[config.mk]
export PLATFORM = sky130hd
export DESIGN_NAME = sdbs_top
export DESIGN_NICKNAME = d
export VERILOG_FILES = /design/src/sdbs_bank.v /design/src/sdbs_top.v
export VERILOG_INCLUDE_DIRS = /design/src
export SDC_FILE = /design/constraint.sdc
export NUM_CORES = 1
export LEC_CHECK = 0
export BUFFER_PORTS_ARGS = -buffer_cell sky130_fd_sc_hd__buf_2
export CAP_MARGIN = 5
export CORE_MARGIN = 4
export CORE_UTILIZATION = 63
export CTS_CLUSTER_DIAMETER = 50
export DETAILED_ROUTE_END_ITERATION = 10
export PLACE_DENSITY = 0.82
export RECOVER_POWER = 100
export SLEW_MARGIN = 15
export SYNTH_ARGS = -nofsm -noshare
export SYNTH_HDL_FRONTEND = slang
export SYNTH_SLANG_ARGS = --single-unit
[constraint.sdc]
create_clock -name CLK_SYS -period 3.9 [get_ports CLK_SYS]
set_input_delay 0.195 -clock CLK_SYS [delete_from_list [all_inputs] [get_ports CLK_SYS]]
set_output_delay 0.195 -clock CLK_SYS [all_outputs]
set_load 0.005 [all_outputs]
[src/sdbs_defs.vh]
// Purpose: constants for the SDRAM bank state and calibration readout block
// Assumes: 10 MHz system clock, command pins sampled once per clock
// Notes: byte addresses are word aligned on the Avalon-MM slave
//
// Overview of operation
// Calibration location with eight beats returns 0,1,0,1,0,1,0,1 in order.
// Chopped calibration readout returns 0,1,0,1 from positions 0-3 or 4-7.
// Low two bits of mode register three pick location; 01,10,11 reserved.
// Read address 2:0 of 000 starts at 0, 100 starts chopped at 4.
// Burst position 0 is location LSB, position 7 is location MSB.
// ACTIVE opens the row on A0-A15 in the bank on BA0-BA2.
// An activated row stays open until a PRECHARGE reaches its bank.
// Controller precharges a bank before activating a different row there.
// PRECHARGE closes one addressed bank or all banks, by command form.
// Controller waits row precharge time before activating a precharged bank.
// Concurrent auto precharge allows accesses to other banks within timing limits.
// A precharged bank is idle and needs ACTIVE before READ or WRITE.
// PRECHARGE to an idle or already precharging bank is accepted silently.
// Repeated PRECHARGE restarts precharge timing from the latest one.
// Mode register three bit 2 enables readout; zero returns to array.
// Lane 0 of each byte carries the bit; other lanes copy or zero.
// With on-the-fly chop, A12 low gives four beats, high eight.
// Controller locks the delay-locked loop before readout reads.
// Each of eight banks tracks idle or open with its open row.
// Reserved location reads give a defined value, touching no bank state.
`ifndef SDBS_DEFS_VH
`define SDBS_DEFS_VH
`define SDBS_CLK_PERIOD_NS 100
`define SDBS_TRP_NS 15
`define SDBS_TRP_CYC ((`SDBS_TRP_NS + `SDBS_CLK_PERIOD_NS - 1) / `SDBS_CLK_PERIOD_NS)
`define SDBS_READ_LAT 6
`define SDBS_ADDR_CTRL 4'h0
`define SDBS_ADDR_STATUS 4'h4
`define SDBS_ADDR_BANK_SEL 4'h8
`define SDBS_ADDR_BANK_ROW 4'hC
`define SDBS_CTRL_REPLICATE 0
`define SDBS_MODE_THREE_READOUT_EN 2
`define SDBS_BL_FIXED8 2'h0
`define SDBS_BL_OTF 2'h1
`define SDBS_BL_FIXED4 2'h2
`define SDBS_LOC_CALIB 2'h0
`define SDBS_CALIB_PATTERN 8'hAA
`define SDBS_RSVD_PATTERN 8'h00
`define SDBS_BA_MODE_ZERO 3'h0
`define SDBS_BA_MODE_THREE 3'h3
`define SDBS_CMD_MRS 3'h0
`define SDBS_CMD_PRE 3'h2
`define SDBS_CMD_ACT 3'h3
`define SDBS_CMD_READ 3'h5
`define SDBS_AP_BIT 10
`define SDBS_BC_BIT 12
`endif

[src/sdbs_bank.v]
// Purpose: one bank's row state and precharge timer
// Assumes: act and pre are one-cycle pulses, never together
// Notes: busy shows precharge still in progress
`timescale 1ns/10ps
module sdbs_bank #(
	parameter ROW_W = 16,
	parameter TRP_CYC = 1
) (
	// Clock and reset
	input wire clk,
	input wire rst,
	// Commands
	input wire act,
	input wire pre,
	input wire [ROW_W-1:0] row,
	// State
	output reg is_open,
	output reg [ROW_W-1:0] open_row,
	output reg busy
);
	localparam CW = 8;
	reg [CW-1:0] trp_cnt;
	always @(posedge clk) begin
		if (rst) begin
			is_open <= 1'b0;
			open_row <= {ROW_W{1'b0}};
			busy <= 1'b0;
			trp_cnt <= {CW{1'b0}};
		end else begin
			// row opens
			if (act) begin
				is_open <= 1'b1;
				open_row <= row;
			end
			// close, restart timer
			if (pre) begin
				is_open <= 1'b0;
				busy <= 1'b1;
				trp_cnt <= TRP_CYC[CW-1:0];
			end else if (busy) begin
				if (trp_cnt <= 8'h01)
					busy <= 1'b0;
				trp_cnt <= trp_cnt - 8'h01;
			end
		end
	end
endmodule // sdbs_bank

[src/sdbs_top.v]
// Purpose: SDRAM-side bank tracking and calibration readout
// Assumes: controller keeps its own timing; one command per clock
// Notes: reads in array mode produce no data here
//
// Chosen here: the Avalon-MM register port and the address map.
`timescale 1ns/10ps
`include "sdbs_defs.vh"
module sdbs_top #(
	parameter ROW_W = 16,
	parameter READ_LAT = `SDBS_READ_LAT
) (
	// Clock and reset
	input wire CLK_SYS,
	input wire RST,
	// Command and address pins
	input wire CS_N,
	input wire RAS_N,
	input wire CAS_N,
	input wire WE_N,
	input wire [2:0] BA,
	input wire [ROW_W-1:0] A,
	// Data lanes
	output reg [15:0] DQ_OUT,
	output reg DQ_OE_N,
	output reg READOUT_VALID,
	// Avalon-MM slave
	input wire [3:0] AVS_ADDRESS,
	input wire AVS_READ,
	input wire AVS_WRITE,
	input wire [31:0] AVS_WRITEDATA,
	output reg [31:0] AVS_READDATA,
	output reg AVS_WAITREQUEST
);
	// Pin synchronisers, first stage read only by second
	reg [ROW_W+6:0] pin_s1;
	reg [ROW_W+6:0] pin_s2;
	always @(posedge CLK_SYS) begin
		pin_s1 <= {CS_N, RAS_N, CAS_N, WE_N, BA, A};
		pin_s2 <= pin_s1;
	end
	wire cs_n_s = pin_s2[ROW_W+6];
	wire [2:0] cmd = pin_s2[ROW_W+5:ROW_W+3];
	wire [2:0] ba = pin_s2[ROW_W+2:ROW_W];
	wire [ROW_W-1:0] addr = pin_s2[ROW_W-1:0];
	wire is_mrs = !cs_n_s && cmd == `SDBS_CMD_MRS;
	wire is_act = !cs_n_s && cmd == `SDBS_CMD_ACT;
	wire is_pre = !cs_n_s && cmd == `SDBS_CMD_PRE;
	wire is_read = !cs_n_s && cmd == `SDBS_CMD_READ;

	// Mode register copies
	reg [2:0] mode_register_three;
	reg [1:0] bl_mode;
	always @(posedge CLK_SYS) begin
		if (RST) begin
			mode_register_three <= 3'h0;
			bl_mode <= `SDBS_BL_FIXED8;
		end else if (is_mrs) begin
			// location and enable
			if (ba == `SDBS_BA_MODE_THREE)
				mode_register_three <= addr[2:0];
			if (ba == `SDBS_BA_MODE_ZERO)
				bl_mode <= addr[1:0];
		end
	end
	wire readout_en = mode_register_three[`SDBS_MODE_THREE_READOUT_EN];

	// Bank trackers
	wire [7:0] bank_open;
	wire [7:0] bank_busy;
	wire [ROW_W*8-1:0] bank_rows;
	genvar g;
	generate
		for (g = 0; g < 8; g = g + 1) begin : g_bank
			// one or all banks
			wire pre_hit = is_pre && (addr[`SDBS_AP_BIT] || ba == g);
			// per-bank state
			sdbs_bank #(.ROW_W(ROW_W), .TRP_CYC(`SDBS_TRP_CYC)) u_bank (
				.clk(CLK_SYS),
				.rst(RST),
				.act(is_act && ba == g),
				.pre(pre_hit),
				.row(addr),
				.is_open(bank_open[g]),
				.open_row(bank_rows[ROW_W*g +: ROW_W]),
				.busy(bank_busy[g])
			);
		end
	endgenerate

	// Readout burst engine; a read during a burst is ignored
	localparam S_IDLE = 3'h1;
	localparam S_WAIT = 3'h2;
	localparam S_BURST = 3'h4;
	reg [2:0] state;
	reg [7:0] lat_cnt;
	reg [7:0] pattern;
	reg [2:0] pos;
	reg [2:0] beats_left;
	reg replicate;
	// chop choice
	wire chop = bl_mode == `SDBS_BL_FIXED4 || (bl_mode == `SDBS_BL_OTF && !addr[`SDBS_BC_BIT]);
	wire cur_bit = pattern[pos];
	// Next values of the burst engine
	reg [2:0] next_state;
	reg [7:0] next_lat_cnt;
	reg [7:0] next_pattern;
	reg [2:0] next_pos;
	reg [2:0] next_beats_left;
	reg [15:0] next_dq_out;
	reg next_dq_oe_n;
	reg next_valid;
	// lane 0 of each byte carries the bit
	wire [15:0] lane_image;
	genvar l;
	generate
		for (l = 0; l < 2; l = l + 1) begin : g_lane
			assign lane_image[8*l +: 8] = {{7{cur_bit & replicate}}, cur_bit};
		end
	endgenerate
	always @* begin
		next_state = state;
		next_lat_cnt = lat_cnt;
		next_pattern = pattern;
		next_pos = pos;
		next_beats_left = beats_left;
		next_dq_out = 16'h0000;
		next_dq_oe_n = 1'b1;
		next_valid = 1'b0;
		case (state)
			S_IDLE: begin
				if (is_read && readout_en) begin
					// location pattern
					next_pattern = (mode_register_three[1:0] == `SDBS_LOC_CALIB) ?
						`SDBS_CALIB_PATTERN : `SDBS_RSVD_PATTERN;
					// start position
					next_pos = (chop && addr[2]) ? 3'h4 : 3'h0;
					next_beats_left = chop ? 3'h3 : 3'h7;
					next_lat_cnt = READ_LAT[7:0];
					next_state = S_WAIT;
				end
			end
			S_WAIT: begin
				if (lat_cnt <= 8'h01)
					next_state = S_BURST;
				next_lat_cnt = lat_cnt - 8'h01;
			end
			S_BURST: begin
				// LSB first, lane 0
				next_dq_out = lane_image;
				next_dq_oe_n = 1'b0;
				next_valid = 1'b1;
				next_pos = pos + 3'h1;
				next_beats_left = beats_left - 3'h1;
				if (beats_left == 3'h0)
					next_state = S_IDLE;
			end
			default: next_state = S_IDLE;
		endcase
	end
	always @(posedge CLK_SYS) begin
		if (RST) begin
			state <= S_IDLE;
			lat_cnt <= 8'h00;
			pattern <= 8'h00;
			pos <= 3'h0;
			beats_left <= 3'h0;
			DQ_OUT <= 16'h0000;
			DQ_OE_N <= 1'b1;
			READOUT_VALID <= 1'b0;
		end else begin
			state <= next_state;
			lat_cnt <= next_lat_cnt;
			pattern <= next_pattern;
			pos <= next_pos;
			beats_left <= next_beats_left;
			DQ_OUT <= next_dq_out;
			DQ_OE_N <= next_dq_oe_n;
			READOUT_VALID <= next_valid;
		end
	end

	// Avalon-MM slave: one wait cycle, then answer
	reg [2:0] bank_sel;
	wire req = AVS_READ || AVS_WRITE;
	wire wr_take = AVS_WRITE && !AVS_WAITREQUEST;
	// Status word, spare bits read as zero
	wire engine_busy = state != S_IDLE;
	wire [31:0] status_word = {8'h00, bank_busy, bank_open, 2'h0, bl_mode, engine_busy, mode_register_three};
	wire [31:0] bank_row_word = {{(32-ROW_W){1'b0}}, bank_rows[ROW_W*bank_sel +: ROW_W]};
	reg [31:0] next_readdata;
	reg next_waitrequest;
	reg next_replicate;
	reg [2:0] next_bank_sel;
	always @* begin
		next_readdata = 32'h00000000;
		case (AVS_ADDRESS)
			`SDBS_ADDR_CTRL: next_readdata = {31'h00000000, replicate};
			`SDBS_ADDR_STATUS: next_readdata = status_word;
			`SDBS_ADDR_BANK_SEL: next_readdata = {29'h00000000, bank_sel};
			`SDBS_ADDR_BANK_ROW: next_readdata = bank_row_word;
			default: next_readdata = 32'h00000000;
		endcase
	end
	// Held request gets a fresh wait cycle each transfer
	always @* begin
		next_waitrequest = !(req && AVS_WAITREQUEST);
		next_replicate = replicate;
		next_bank_sel = bank_sel;
		// Writes land only at the edge that sees waitrequest low
		if (wr_take && AVS_ADDRESS == `SDBS_ADDR_CTRL)
			next_replicate = AVS_WRITEDATA[`SDBS_CTRL_REPLICATE];
		if (wr_take && AVS_ADDRESS == `SDBS_ADDR_BANK_SEL)
			next_bank_sel = AVS_WRITEDATA[2:0];
	end
	always @(posedge CLK_SYS) begin
		if (RST) begin
			AVS_WAITREQUEST <= 1'b1;
			AVS_READDATA <= 32'h00000000;
			replicate <= 1'b1;
			bank_sel <= 3'h0;
		end else begin
			AVS_WAITREQUEST <= next_waitrequest;
			if (AVS_READ && AVS_WAITREQUEST)
				AVS_READDATA <= next_readdata;
			replicate <= next_replicate;
			bank_sel <= next_bank_sel;
		end
	end
endmodule // sdbs_top

==> After elaboration in Yosys (flattened, before gate mapping) <==
Index checks and enable logic that the tools add are counted.
{ "word_totals": {"register_bits": 333, "wordCells": 232} }
{ "classes": {"add_sub_neg": 11, "order_cmp": 10, "n_eq_ne": 22, "shifts": 1, "n_mux": 58, "bitwise": 2, "reduce_logical": 72} }
{ "op_table": {"columns": ["cell", "count"], "rows": [
  ["indexed part select 128 x 8 -> 16 bit", 1],
  ["case mux 24 bit (4 select lines)", 1],
  ["less-or-equal comparator 8 x 1 -> 1 bit, second input constant", 9],
  ["subtractor 8 x 1 -> 8 bit, second input constant", 9],
  ["2-to-1 mux 1 bit", 43],
  ["logical AND 1 bit", 28],
  ["2-to-1 mux 3 bit", 7],
  ["nonzero test 2 bit", 10],
  ["== test 3 bit, second input constant", 6],
  ["OR reduction 2 bit", 9],
  ["2-to-1 mux 8 bit", 2],
  ["case mux 8 bit (2 select lines)", 1],
  ["== test 3 x 2 -> 1 bit, second input constant", 5],
  ["case mux 3 bit (2 select lines)", 2],
  ["logical OR 1 bit", 10],
  ["AND reduction 2 bit", 5],
  ["logical NOT 3 bit", 3],
  ["case mux 3 bit (3 select lines)", 1],
  ["== test 4 bit, second input constant", 2],
  ["== test 3 x 1 -> 1 bit, second input constant", 2],
  ["inequality test 2 bit, second input constant", 3],
  ["== test 4 x 3 -> 1 bit, second input constant", 1],
  ["logical NOT 1 bit", 4],
  ["logical NOT 4 bit", 1],
  ["other kinds (11)", 11]
]} }

==> Longest topological paths before layout <==
Gate-level depths: netlist of the first run.
{ "logic_depth": {"depth_word": 7, "depth_mapped": 7, "ltp_nobuf": 6} }

==> Cells and area by module <==
From an unflattened synthesis of the first run, not the netlist that was laid out.
{ "unflattened": {"hier_cells": 1247, "area_unflattened_um2": 12475.7} }
{ "modules_own_cells": {"columns": ["module", "instances", "cells_per_inst", "area_per_inst_um2"], "rows": [
  ["sdbs_bank", 8, 100, 993.5],
  ["sdbs_top", 1, 447, 4528.1]
]} }

==> Least setup slack after synthesis of the first run <==
Ideal clock, no wire load.
{ "synth_path": {"path_kind": "reg2reg", "from": "register bank_sel[0]", "to": "register AVS_READDATA[14]", "t_arrival_ns": 1.695, "required_time_ns": 3.778, "setup_slack_ns": 2.084, "stages_incl_launch_ff": 5, "path_cell_list": "dfxtp_1 buf_2 buf_1 mux4_2 a221o_1"} }
{ "synth_between": {"elab_chain_len": 2} }
{ "synth_rtl": {"columns": ["element", "line", "text"], "rows": [
  ["start: declaration", "sdbs_top.v:183", "reg [2:0] bank_sel;"],
  ["start signal: assignment", "sdbs_top.v:226", "bank_sel <= next_bank_sel;"],
  ["indexed part select 128 x 8 -> 16 bit", "sdbs_top.v:189", "wire [31:0] bank_row_word = {{(32-ROW_W){1'b0}}, bank_rows[ROW_W*bank_sel +: ROW_W]};"],
  ["case mux 24 bit (4 select lines)", "sdbs_top.v:196", "case (AVS_ADDRESS)"],
  ["end signal: assignment", "sdbs_top.v:224", "AVS_READDATA <= next_readdata;"],
  ["end: declaration", "sdbs_top.v:31", "output reg [31:0] AVS_READDATA,"]
]} }
Every way passes these cells.
A chain may end at the register's enable or synchronous reset.

==> Worst setup path in the final report of the first run <==
{ "layout_path": {"from": "register pin_s2[18]", "to": "register g_bank[0].u_bank.open_row[5]"} }
{ "layout_between": {"elab_chain_len": 2} }
{ "layout_rtl": {"columns": ["element", "line", "text"], "rows": [
  ["start: declaration", "sdbs_top.v:36", "reg [ROW_W+6:0] pin_s2;"],
  ["start signal: assignment", "sdbs_top.v:39", "pin_s2 <= pin_s1;"],
  ["logical NOT 3 bit", "sdbs_top.v:80", ".act(is_act && ba == g),"],
  ["logical AND 1 bit", "sdbs_top.v:80", null],
  ["end signal: assignment", "sdbs_bank.v:26", "open_row <= {ROW_W{1'b0}};"],
  ["end signal: assignment", "sdbs_bank.v:33", "open_row <= row;"],
  ["end: declaration", "sdbs_bank.v:18", "output reg [ROW_W-1:0] open_row,"]
]} }
Every way passes these cells.

==> results.sh, run 1 <==
export IMPL_yosysSeqAreaShare_pct=49.9
export IMPL_ios=114
export IMPL_routabilityCongestion=0.816
export IMPL_finClkSkew_ns=0.0143
export IMPL_synthFlopType="dfxtp_1"
export IMPL_clock_sinks=308
export IMPL_cts_tree="done"
export IMPL_stdcell_area_mm2=0.0139
export IMPL_drc=0
export IMPL_routed_wirelength_um=26100
export IMPL_drive_above_1_share_pct=11.2
export IMPL_synth_most_common_cell="dfxtp_1"
export IMPL_hold_class="in2reg"
export IMPL_ys_warnings_count=0
export IMPL_muxShareOfSynthArea_pct=14.1
export IMPL_vias=8940
export IMPL_start_util_pct=65.0
export IMPL_synth_fa_ha_area_share_pct=2.02
export IMPL_synthTopCellsByCount="dfxtp_1, nor2_1, nand2_1, mux2i_1, a21oi_1"
export IMPL_syn_inst=1271
export IMPL_cts_root_buf="clkbuf_16"
export IMPL_relSlewSlack_pct=-5.27
export IMPL_synth_edf_count=0
export IMPL_worst_pin_slew_ns=1.58
export IMPL_critPathCaptureType="flip-flop"
export IMPL_core_region_area_mm2=0.0190
export IMPL_cts_buffer_depth=3
export IMPL_synth_simple_area_share_pct=16.8
export IMPL_hold_viol_final=0
export IMPL_synthTopCellsByArea="dfxtp_1, mux2i_1, nor2_1, mux4_2, nand2_1"
export IMPL_finalNetCount=1394
export IMPL_cts_reportedPaths_clkPinSlew_ns=0.06
export IMPL_crit_arrival_ns=3.33
export IMPL_grt_first_pass_wirelength_um=43500
export IMPL_p_leak_nw=5.36
export IMPL_die_y_um=148
export IMPL_critPathCapture="g_bank[0].u_bank.open_row[5]"
export IMPL_rows=50
export IMPL_synth_compound_area_share_pct=7.75
export IMPL_postSynthRegisterBits=308
export IMPL_antenna_found_initial=0
export IMPL_power_density_mw_per_mm2=464
export IMPL_synthesis_area_mm2=0.0124
export IMPL_area_delta_synth_final_pct=12.6
export IMPL_finalSetupViolCount=0
export IMPL_path_max_fanout=21
export IMPL_path_class="reg2reg"
export IMPL_hpwl_um=15700
export IMPL_rsz0062_at_grt="false"
export IMPL_yosysTopAreaCellShare_pct=49.9
export IMPL_drv_slew=72
export IMPL_fin_hold_ws_ns=0.0566
export IMPL_die_w_um=148
export IMPL_async_reset_ff_share_pct=0
export IMPL_synth_largest_area_cell="dfxtp_1"
export IMPL_cts_hold_buf=28
export IMPL_die_area_mm2=0.0219
export IMPL_numCtsBuffers=34
export IMPL_drt_iter0_markers=709
export IMPL_outcome="finished, violations left"
export IMPL_fin_crit_ns=2.99
export IMPL_routed_via_density=5.62
export IMPL_seqCellArea_mm2=0.00617
export IMPL_synth_xor_area_share_pct=3.97
export IMPL_fin_util_pct=73.3
export IMPL_antenna_cells=0
export IMPL_multi_input_area_mm2=0.00556
export IMPL_cts_max_level=2
export IMPL_grt_usage_pct=23.9
export IMPL_rrSetupSlack_ns=0.91
export IMPL_portBuffers=76
export IMPL_crit_start="pin_s2[18]"
export IMPL_gr_total_overflow=0
export IMPL_wl_per_cell_um=16.4
export IMPL_worstReg2RegEnd="g_bank[0].u_bank.open_row[5]"
export IMPL_ys_types=57
export IMPL_r2r_start="pin_s2[18]"
export IMPL_syn_area_per_cell_um2=9.73
export IMPL_ir_drop_uv=423
export IMPL_violations="max-capacitance violations, max-slew violations"
export IMPL_placed_area_mm2=0.0127
export IMPL_first_pass_iters=5
export IMPL_grt_max_degree=90
export IMPL_required_ns=4.24
export IMPL_fillers=1406
export IMPL_tns_ns=0
export IMPL_synth_top_family_by_area="simple AND/OR/NAND/NOR gates"
export IMPL_startpoint_type="flip-flop"
export IMPL_drv_cap=4
export IMPL_postCtsResizedCells=0
export IMPL_reg2reg_depth=5
export IMPL_post_route_period_util_pct=76.7
export IMPL_timing_fmax_mhz=334
export IMPL_worstSkewPairLatency_ns=0.50
export IMPL_cts_setup_buffers=0
export IMPL_grt_pass1_vias=8820
export IMPL_ant_nets=0
worst min-delay path by stage:
stage | from | end | slack, ns | cells past startpoint
finish | RST | AVS_READDATA[22] | 0.06 | 2
CTS | RST | AVS_READDATA[22] | 0.06 | 2
floorplan | A[0] | pin_s1[0] | 0.22 | 0
detailed placement | A[2] | pin_s1[2] | 0.30 | 1
global route | RST | g_bank[6].u_bank.open_row[12] | 0.08 | 2
global placement | CAS_N | pin_s1[20] | 0.30 | 1
per-layer routing:
metal | vias up | share of wire, % | wire length, um | GRT usage [%]
li1 | 4393 | - | - | -
met1 | 4248 | 43 | 11200 | 31.1
met2 | 242 | 49 | 12800 | 40.5
met3 | 57 | 5.0 | 1310 | 3.60
met4 | 0 | 2.9 | 763 | 9.01
met5 | - | 0 | 0 | 0
registers in the layout, indices dropped and copies added (netlist names):
signal                  cells
g_bank.u_bank.open_row    128
READOUT_VALID               1
DQ_OUT                      2
beats_left                  3
g_bank.u_bank.busy          8
bank_sel                    3
g_bank.u_bank.trp_cnt      64
g_bank.u_bank.is_open       8
lat_cnt                     8
pattern                     1
AVS_READDATA               24
pin_s2                     23
mode_register_three         3
replicate                   1
state                       3
pin_s1                     23
AVS_WAITREQUEST             1
DQ_OE_N                     1
bl_mode                     2
pos                         1
where the power goes:
| part | switching, mW | total (mW) | internal [mW] |
|---|---|---|---|
| clock | 1.23 | 3.00 | 1.77 |
| sequential | 0.0553 | 3.25 | 3.19 |
| combinational | 0.126 | 0.215 | 0.0891 |
final cells by class:
cell class                      instances  area share, %
Timing Repair Buffer                  116           5.16
Clock inverter                         11          0.629
Clock buffer                           46           7.01
Tap cell                              260           2.34
Inverter                               25          0.674
Multi-Input combinational cell        826           39.9
Sequential cell                       308           44.3
metrics by stage:
step           cells  setup slack (ns)  power (mW)
3_3_place_gp    1507              1.45        3.50
3_5_place_dp    1507              1.41        3.51
4_1_cts         1592              1.31        6.52
6_report        1592             0.909        6.46
2_1_floorplan   1278              2.08        3.45
5_1_grt         1592             0.745        6.69
cells by family (layout without fill, tap and decap cells):
logic type,Yosys count,in the layout
fa+ha+maj,20,20
xor+xnor,56,56
flops,308,308
other cells,1,8
simple gates,453,453
mux,138,138
compound gates,151,151
buf+inv,144,198
layout by cell type, fill, tap and decap left out, types with 3 or more instances in the layout:
| cell | count |
|---|---|
| a211oi_1 | 9 |
| a21oi_1 | 77 |
| a221o_1 | 12 |
| a22oi_1 | 11 |
| and2_0 | 4 |
| and3_1 | 4 |
| and3b_1 | 3 |
| buf_2 | 53 |
| buf_4 | 5 |
| clkbuf_1 | 33 |
| clkbuf_16 | 35 |
| clkbuf_8 | 6 |
| clkinv_2 | 6 |
| conb_1 | 8 |
| dfxtp_1 | 308 |
| dlygate4sd3_1 | 28 |
| ha_1 | 20 |
| inv_1 | 25 |
| mux2i_1 | 107 |
| mux4_2 | 29 |
| nand2_1 | 113 |
| nand2b_1 | 12 |
| nand3_1 | 40 |
| nor2_1 | 210 |
| nor2b_1 | 4 |
| nor3_1 | 8 |
| nor3b_1 | 6 |
| nor4_1 | 12 |
| nor4b_1 | 10 |
| nor4bb_1 | 8 |
| o2111ai_1 | 3 |
| o211ai_1 | 8 |
| o21ai_0 | 12 |
| xnor2_1 | 26 |
| xor2_1 | 30 |
worst max-delay path, cell delays in order, from the launching register on:
cell and delay [ns]:
dfxtp_1 0.44, nor3_1 0.31, clkbuf_1 0.97, nand2_1 0.77, nand2_1 0.24, a21oi_1 0.10
No activity file was read; power rests on OpenSTA's default activity.
==> run 2, diff against run 1 <==
--- a/config.mk
+++ b/config.mk
@@ -6,13 +6,14 @@
 export SDC_FILE = /design/constraint.sdc
 export NUM_CORES = 1
 export LEC_CHECK = 0
+export ABC_AREA = 1
 export BUFFER_PORTS_ARGS = -buffer_cell sky130_fd_sc_hd__buf_2
 export CAP_MARGIN = 5
 export CORE_MARGIN = 4
-export CORE_UTILIZATION = 63
+export CORE_UTILIZATION = 59
 export CTS_CLUSTER_DIAMETER = 50
 export DETAILED_ROUTE_END_ITERATION = 10
-export PLACE_DENSITY = 0.82
+export PLACE_DENSITY = 0.77
 export RECOVER_POWER = 100
 export SLEW_MARGIN = 15
 export SYNTH_ARGS = -nofsm -noshare
==> constraint.sdc (replaced) <==
create_clock -name CLK_SYS -period 3 [get_ports CLK_SYS]
set_input_delay 0.15 -clock CLK_SYS [delete_from_list [all_inputs] [get_ports CLK_SYS]]
set_output_delay 0.15 -clock CLK_SYS [all_outputs]
set_load 0.005 [all_outputs]
==> run 2 against run 1 <==
Via count rose by 23%. Combinational power is 63% higher. Critical endpoint is now g_bank[5].u_bank.open_row[9]. Area after synthesis increased by 3.5%. Largest cell class unchanged. Global-route usage is 1.1 points higher. Critical path type unchanged. Design area rose by 4.2%. Largest power group is now the clock network. Total power is 37% higher. Sequential cell count did not move. Sequential power grew 30%. Count of clock-buffer cells in the layout grew 6. The flow still finishes with violations (max-capacitance violations, max-slew violations). Synthesized cell count rose by 32%. First-iteration DRC count decreased by 7.5%.
==> results.sh, run 2 <==
export IMPL_ys_warnings_count=0
export IMPL_cts_setup_buffers=0
export IMPL_hold_viol_final=0
export IMPL_required_ns=3.35
export IMPL_portBuffers=76
export IMPL_wl_per_cell_um=14.7
export IMPL_drive_above_1_share_pct=8.46
export IMPL_async_reset_ff_share_pct=0
export IMPL_hpwl_um=18500
export IMPL_violations="max-capacitance violations, max-slew violations"
export IMPL_routabilityCongestion=0.811
export IMPL_r2r_start="pin_s2[20]"
export IMPL_area_delta_synth_final_pct=13.4
export IMPL_largest_register_ff_count=128
export IMPL_finClkSkew_ns=0.0125
export IMPL_fin_util_pct=68.6
export IMPL_rsz0062_at_grt="false"
export IMPL_rows=53
export IMPL_worstSkewPairLatency_ns=0.51
export IMPL_startpoint_type="flip-flop"
export IMPL_antenna_cells=0
export IMPL_ir_drop_uv=510
export IMPL_drv_cap=1
export IMPL_routed_via_density=5.37
export IMPL_die_w_um=155
export IMPL_cp_slowest_stage_delay_ns=0.58
export IMPL_die_y_um=155
export IMPL_vias=11009
export IMPL_grt_use_met3_pct=4.23
export IMPL_die_area_mm2=0.0241
export IMPL_met1_usage_pct=32.2
export IMPL_grtUsageMet2_pct=42.3
export IMPL_holdPathStages=3
export IMPL_layout_commonest_cell="dfxtp_1"
export IMPL_critPathBufInv=2
export IMPL_syn_area_per_cell_um2=7.61
export IMPL_reg2reg_depth=7
export IMPL_fin_hold_ws_ns=0.127
export IMPL_min_delay_start="AVS_ADDRESS[3]"
export IMPL_yosysSeqAreaShare_pct=48.2
export IMPL_synthTopCellsByCount="dfxtp_1, nand2_1, inv_1, a21oi_1, nor2_1"
export IMPL_path_max_fanout=28
export IMPL_placed_area_mm2=0.0132
export IMPL_routed_wirelength_um=30200
export IMPL_synth_edf_count=0
export IMPL_relSlewSlack_pct=-22.2
export IMPL_cts_root_buf="clkbuf_16"
export IMPL_postCtsResizedCells=0
export IMPL_crit_family="simple AND/OR/NAND/NOR gates"
export IMPL_tns_ns=0
export IMPL_cts_reportedPaths_clkPinSlew_ns=0.06
export IMPL_outcome="finished, violations left"
export IMPL_fillers=1776
export IMPL_ant_nets=0
export IMPL_synthTopCellsByArea="dfxtp_1, nand2_1, a21oi_1, o21ai_0, inv_1"
export IMPL_grt_max_degree=54
export IMPL_grt_usage_pct=25.0
export IMPL_grt_pass1_vias=10461
export IMPL_stdcell_area_mm2=0.0145
export IMPL_finalSetupViolCount=0
export IMPL_path_cells="inv_1, nor2_1, nand3_4, nor2_1, inv_1, o21ai_0, a21oi_1"
export IMPL_synth_most_common_cell="dfxtp_1"
export IMPL_multi_input_area_mm2=0.00527
export IMPL_ys_types=41
export IMPL_rrSetupSlack_ns=0.68
export IMPL_hold_class="in2reg"
export IMPL_worst_pin_slew_ns=1.83
export IMPL_finalNetCount=1833
export IMPL_synth_largest_area_cell="dfxtp_1"
export IMPL_post_route_period_util_pct=77.3
export IMPL_cts_buffer_depth=3
export IMPL_layout_common_cells="dfxtp_1, nand2_1, inv_1"
export IMPL_yosysTopAreaCellShare_pct=48.2
export IMPL_gr_total_overflow=0
export IMPL_seqCellArea_mm2=0.00617
export IMPL_syn_inst=1683
export IMPL_numCtsBuffers=35
export IMPL_crit_arrival_ns=2.67
export IMPL_reg_largest_list="g_bank.u_bank.open_row: 128 flops, g_bank.u_bank.trp_cnt: 64 flops, AVS_READDATA: 24 flops"
export IMPL_cts_tree="done"
export IMPL_antenna_found_initial=0
export IMPL_first_pass_iters=6
export IMPL_drv_slew=51
export IMPL_worstReg2RegEnd="g_bank[5].u_bank.open_row[9]"
export IMPL_largest_register="g_bank.u_bank.open_row"
export IMPL_p_leak_nw=5.69
export IMPL_timing_fmax_mhz=431
export IMPL_fin_crit_ns=2.32
export IMPL_hold_path_end="bank_sel[0]"
export IMPL_slowest_stage="inv_1"
export IMPL_power_density_mw_per_mm2=611
export IMPL_path_class="reg2reg"
export IMPL_grt_busiest_layer="met2"
export IMPL_dp_cells=1959
export IMPL_critPathCaptureType="flip-flop"
export IMPL_cts_max_level=2
export IMPL_clock_sinks=308
export IMPL_synthesis_area_mm2=0.0128
export IMPL_synthFlopType="dfxtp_1"
export IMPL_drt_iter0_markers=656
export IMPL_grt_first_pass_wirelength_um=50200
export IMPL_ios=114
export IMPL_instances_no_fill=2049
export IMPL_core_region_area_mm2=0.0212
export IMPL_drc=0
export IMPL_postSynthRegisterBits=308
export IMPL_start_util_pct=60.5
run 2: changes by cell type in the layout (fill, tap and decap cells not counted), moves of 13 or more:
cell	change
mux2i_1	-107
nand2_1	+155
xor2_1	-18
nor2_1	-26
mux4_2	-29
inv_1	+169
o21ai_0	+172
nand3_1	+65
or2_2	+16
xnor2_1	-13
a21oi_1	+109
run 2: tightest hold or removal path, stage by stage:
cell,delay (ns)
buf_2,0.13
nand4_1,0.21
a21oi_1,0.09
run 2: routing by layer:
layer	wire length (um)	part of all wire, %
met5	0	0
met3	1900	6.3
met1	13300	44
met4	851	2.8
met2	14200	47
run 2: report_power, final:
group          internal [mW]  total [mW]  switching (mW)
Combinational          0.135       0.350           0.215
Clock                   2.65        4.28            1.63
Sequential              4.17        4.23          0.0681
Total                   6.95        8.86            1.91
run 2: timing repair:
item / 4_1_cts / 5_1_grt
endpoints found under the hold margin: 28 / 0
hold buffers: 29 / 0
endpoints found under the setup margin: 0 / 0
run 2: logic make-up after synthesis:
group                    after synthesis  share of synthesized area, %
AND/OR/NAND/NOR                      622                          21.5
flip-flops                           308                          48.2
other                                  1                        0.0293
XOR/XNOR                              25                          1.71
AO/OA/AOI/OAI                        404                          16.6
buffers and inverters                303                          10.1
adder cells (fa/ha/maj)               20                          1.96
run 2: how the worst max path moves through the flow:
stage,startpoint,cells after the start,to
floorplan,g_bank[5].u_bank.trp_cnt[0],8,g_bank[5].u_bank.trp_cnt[6]
detailed placement,bank_sel[0],9,AVS_READDATA[11]
global placement,bank_sel[0],9,AVS_READDATA[11]
finish,pin_s2[20],7,g_bank[5].u_bank.open_row[9]
CTS,bank_sel[0],9,AVS_READDATA[13]
global route,pin_s2[20],7,g_bank[5].u_bank.open_row[5]
run 2: final cells by class:
type                    count  share of cell area [%]
well taps                 275                    2.37
clock inverters             9                   0.767
multi-input cells        1079                    36.3
inverters                 202                    5.22
flip-flops and latches    308                    42.5
clock buffers              52                    7.38
repair buffers            124                    5.52
run 2: per-stage QoR:
stage | setup slack [ns] | power, mW
final | 0.681 | 8.86
after global routing | 0.456 | 9.16
after CTS | 1.06 | 8.94
after detailed placement | 1.07 | 4.65
after global placement | 1.08 | 4.64
after floorplan | 1.63 | 4.54
==> run 3, diff against run 2 <==
--- a/config.mk
+++ b/config.mk
@@ -10,10 +10,10 @@
 export BUFFER_PORTS_ARGS = -buffer_cell sky130_fd_sc_hd__buf_2
 export CAP_MARGIN = 5
 export CORE_MARGIN = 4
-export CORE_UTILIZATION = 59
+export CORE_UTILIZATION = 54
 export CTS_CLUSTER_DIAMETER = 50
 export DETAILED_ROUTE_END_ITERATION = 10
-export PLACE_DENSITY = 0.77
+export PLACE_DENSITY = 0.74
 export RECOVER_POWER = 100
 export SLEW_MARGIN = 15
 export SYNTH_ARGS = -nofsm -noshare
==> constraint.sdc (replaced) <==
create_clock -name CLK_SYS -period 2 [get_ports CLK_SYS]
set_input_delay 0.1 -clock CLK_SYS [delete_from_list [all_inputs] [get_ports CLK_SYS]]
set_output_delay 0.1 -clock CLK_SYS [all_outputs]
set_load 0.005 [all_outputs]
==> run 3 against run 2 <==
The run now ends clean. Hold slack got worse by 0.028 ns. Core utilization down 6.3 points. Routed wire length fell by 0.30%. Combinational power rose by 54%. Final cell count up 2.3%. Sequential share of layout area down 0.18 points. Design area up 0.43%. Sequential power grew 50%.
==> results.sh, run 3 (same netlist as run 2, synthesis figures left out) <==
export IMPL_ir_drop_uv=744
export IMPL_largest_register="g_bank.u_bank.open_row"
export IMPL_clock_sinks=308
export IMPL_stdcell_area_mm2=0.0146
export IMPL_die_w_um=162
export IMPL_critPathBufInv=4
export IMPL_portBuffers=76
export IMPL_cts_root_buf="clkbuf_16"
export IMPL_reg_largest_list="g_bank.u_bank.open_row: 128 flops, g_bank.u_bank.trp_cnt: 64 flops, AVS_READDATA: 24 flops"
export IMPL_placed_area_mm2=0.0134
export IMPL_slowest_stage="clkbuf_4"
export IMPL_cts_setup_buffers=0
export IMPL_cts_buffer_depth=3
export IMPL_critPathCaptureType="flip-flop"
export IMPL_fin_crit_ns=1.79
export IMPL_largest_register_ff_count=128
export IMPL_start_util_pct=54.7
export IMPL_cts_max_level=2
export IMPL_fin_util_pct=62.3
export IMPL_drc=0
export IMPL_drt_iter0_markers=755
export IMPL_numCtsBuffers=34
export IMPL_ant_nets=0
export IMPL_routed_via_density=5.14
export IMPL_layout_common_cells="dfxtp_1, nand2_1, inv_1"
export IMPL_dp_cells=2012
export IMPL_routed_wirelength_um=30100
export IMPL_total_power_mw=12.6
export IMPL_post_route_period_util_pct=89.6
export IMPL_crit_arrival_ns=2.18
export IMPL_place_worst_setup_slack_ns=0.355
export IMPL_path_cells="dlygate4sd3_1, clkbuf_1, clkinvlp_2, clkbuf_4, nand2_2, nor2_1"
export IMPL_relSlewSlack_pct=48.7
export IMPL_p_leak_nw=5.72
export IMPL_ios=114
export IMPL_rows=56
export IMPL_antenna_found_initial=0
export IMPL_worst_pin_slew_ns=0.762
export IMPL_timing_fmax_mhz=558
export IMPL_finClkSkew_ns=0.0119
export IMPL_core_region_area_mm2=0.0234
export IMPL_cp_slowest_stage_delay_ns=0.58
export IMPL_cts_hold_buf=30
export IMPL_drv_cap=0
export IMPL_drv_slew=0
export IMPL_hold_viol_final=0
export IMPL_area_delta_synth_final_pct=13.9
export IMPL_postCtsResizedCells=0
export IMPL_outcome="complete, no violations"
export IMPL_antenna_cells=0
export IMPL_instances_no_fill=2096
export IMPL_die_area_mm2=0.0262
export IMPL_required_ns=2.39
export IMPL_grt_pass1_vias=10069
export IMPL_gr_total_overflow=0
export IMPL_startpoint_type="input pin"
export IMPL_path_class="in2reg"
export IMPL_wl_per_cell_um=14.3
export IMPL_tns_ns=0
export IMPL_path_max_fanout=58
export IMPL_fin_hold_ws_ns=0.0994
export IMPL_first_pass_iters=6
export IMPL_layout_commonest_cell="dfxtp_1"
export IMPL_worstSkewPairLatency_ns=0.50
export IMPL_finalNetCount=1842
export IMPL_hold_class="in2reg"
export IMPL_hpwl_um=19300
export IMPL_grt_max_degree=59
export IMPL_vias=10780
export IMPL_grt_usage_pct=22.6
export IMPL_die_y_um=162
export IMPL_crit_family="buffers and inverters"
export IMPL_cts_reportedPaths_clkPinSlew_ns=0.06
export IMPL_cts_tree="done"
export IMPL_routabilityCongestion=0.859
export IMPL_grt_first_pass_wirelength_um=49300
export IMPL_power_density_mw_per_mm2=866
export IMPL_drive_above_1_share_pct=9.90
export IMPL_finalSetupViolCount=0
export IMPL_fin_ws_ns=0.207
export IMPL_rsz0062_at_grt="false"
[run 3: changes by cell type in the layout (fill, tap and decap cells not counted), sizes merged]
cell         delta
clkbuf         -18
clkinvlp        -1
buf            +23
inv             +1
dlygate4sd3     +1
bufinv          -2
clkinv          -1
[run 3: worst reg2reg max path, stage by stage (launching register included)]
cell and delay, ns:
dfxtp_1 0.45, nand3_1 0.11, nor3_1 0.39, nand2_2 0.24, nand2_1 0.23, o21ai_0 0.12
a21oi_1 0.14
[run 3: worst paths after layout]
path / depth (start not counted) / startpoint / endpoint / slack (ns)
hold reg to reg: 0 / pin_s1[11] / pin_s2[11] / 0.32
setup / recovery: 6 / RST / g_bank[4].u_bank.trp_cnt[7] / 0.21
setup reg to reg: 6 / pin_s2[19] / beats_left[2] / 0.24
hold / removal: 3 / AVS_ADDRESS[3] / bank_sel[0] / 0.1
[run 3: per-layer routing]
metal	global-route usage, %	wire length [um]
met5	0	0
met4	7.54	840
met3	3.40	1730
met2	37.5	14000
met1	30.3	13500
[run 3: power breakdown]
part	switching [mW]	internal (mW)	total (mW)
Combinational	0.326	0.211	0.538
Clock	2.38	3.36	5.74
Sequential	0.102	6.25	6.35
[run 3: layout make-up]
class                      instances  area [um^2]
clock inverter                     6         50.0
fill                            2114         8820
clock buffer                      48          965
sequential                       308         6170
tap                              319          399
timing repair buffer             134          922
inverter                         202          759
multi-input combinational       1079         5320
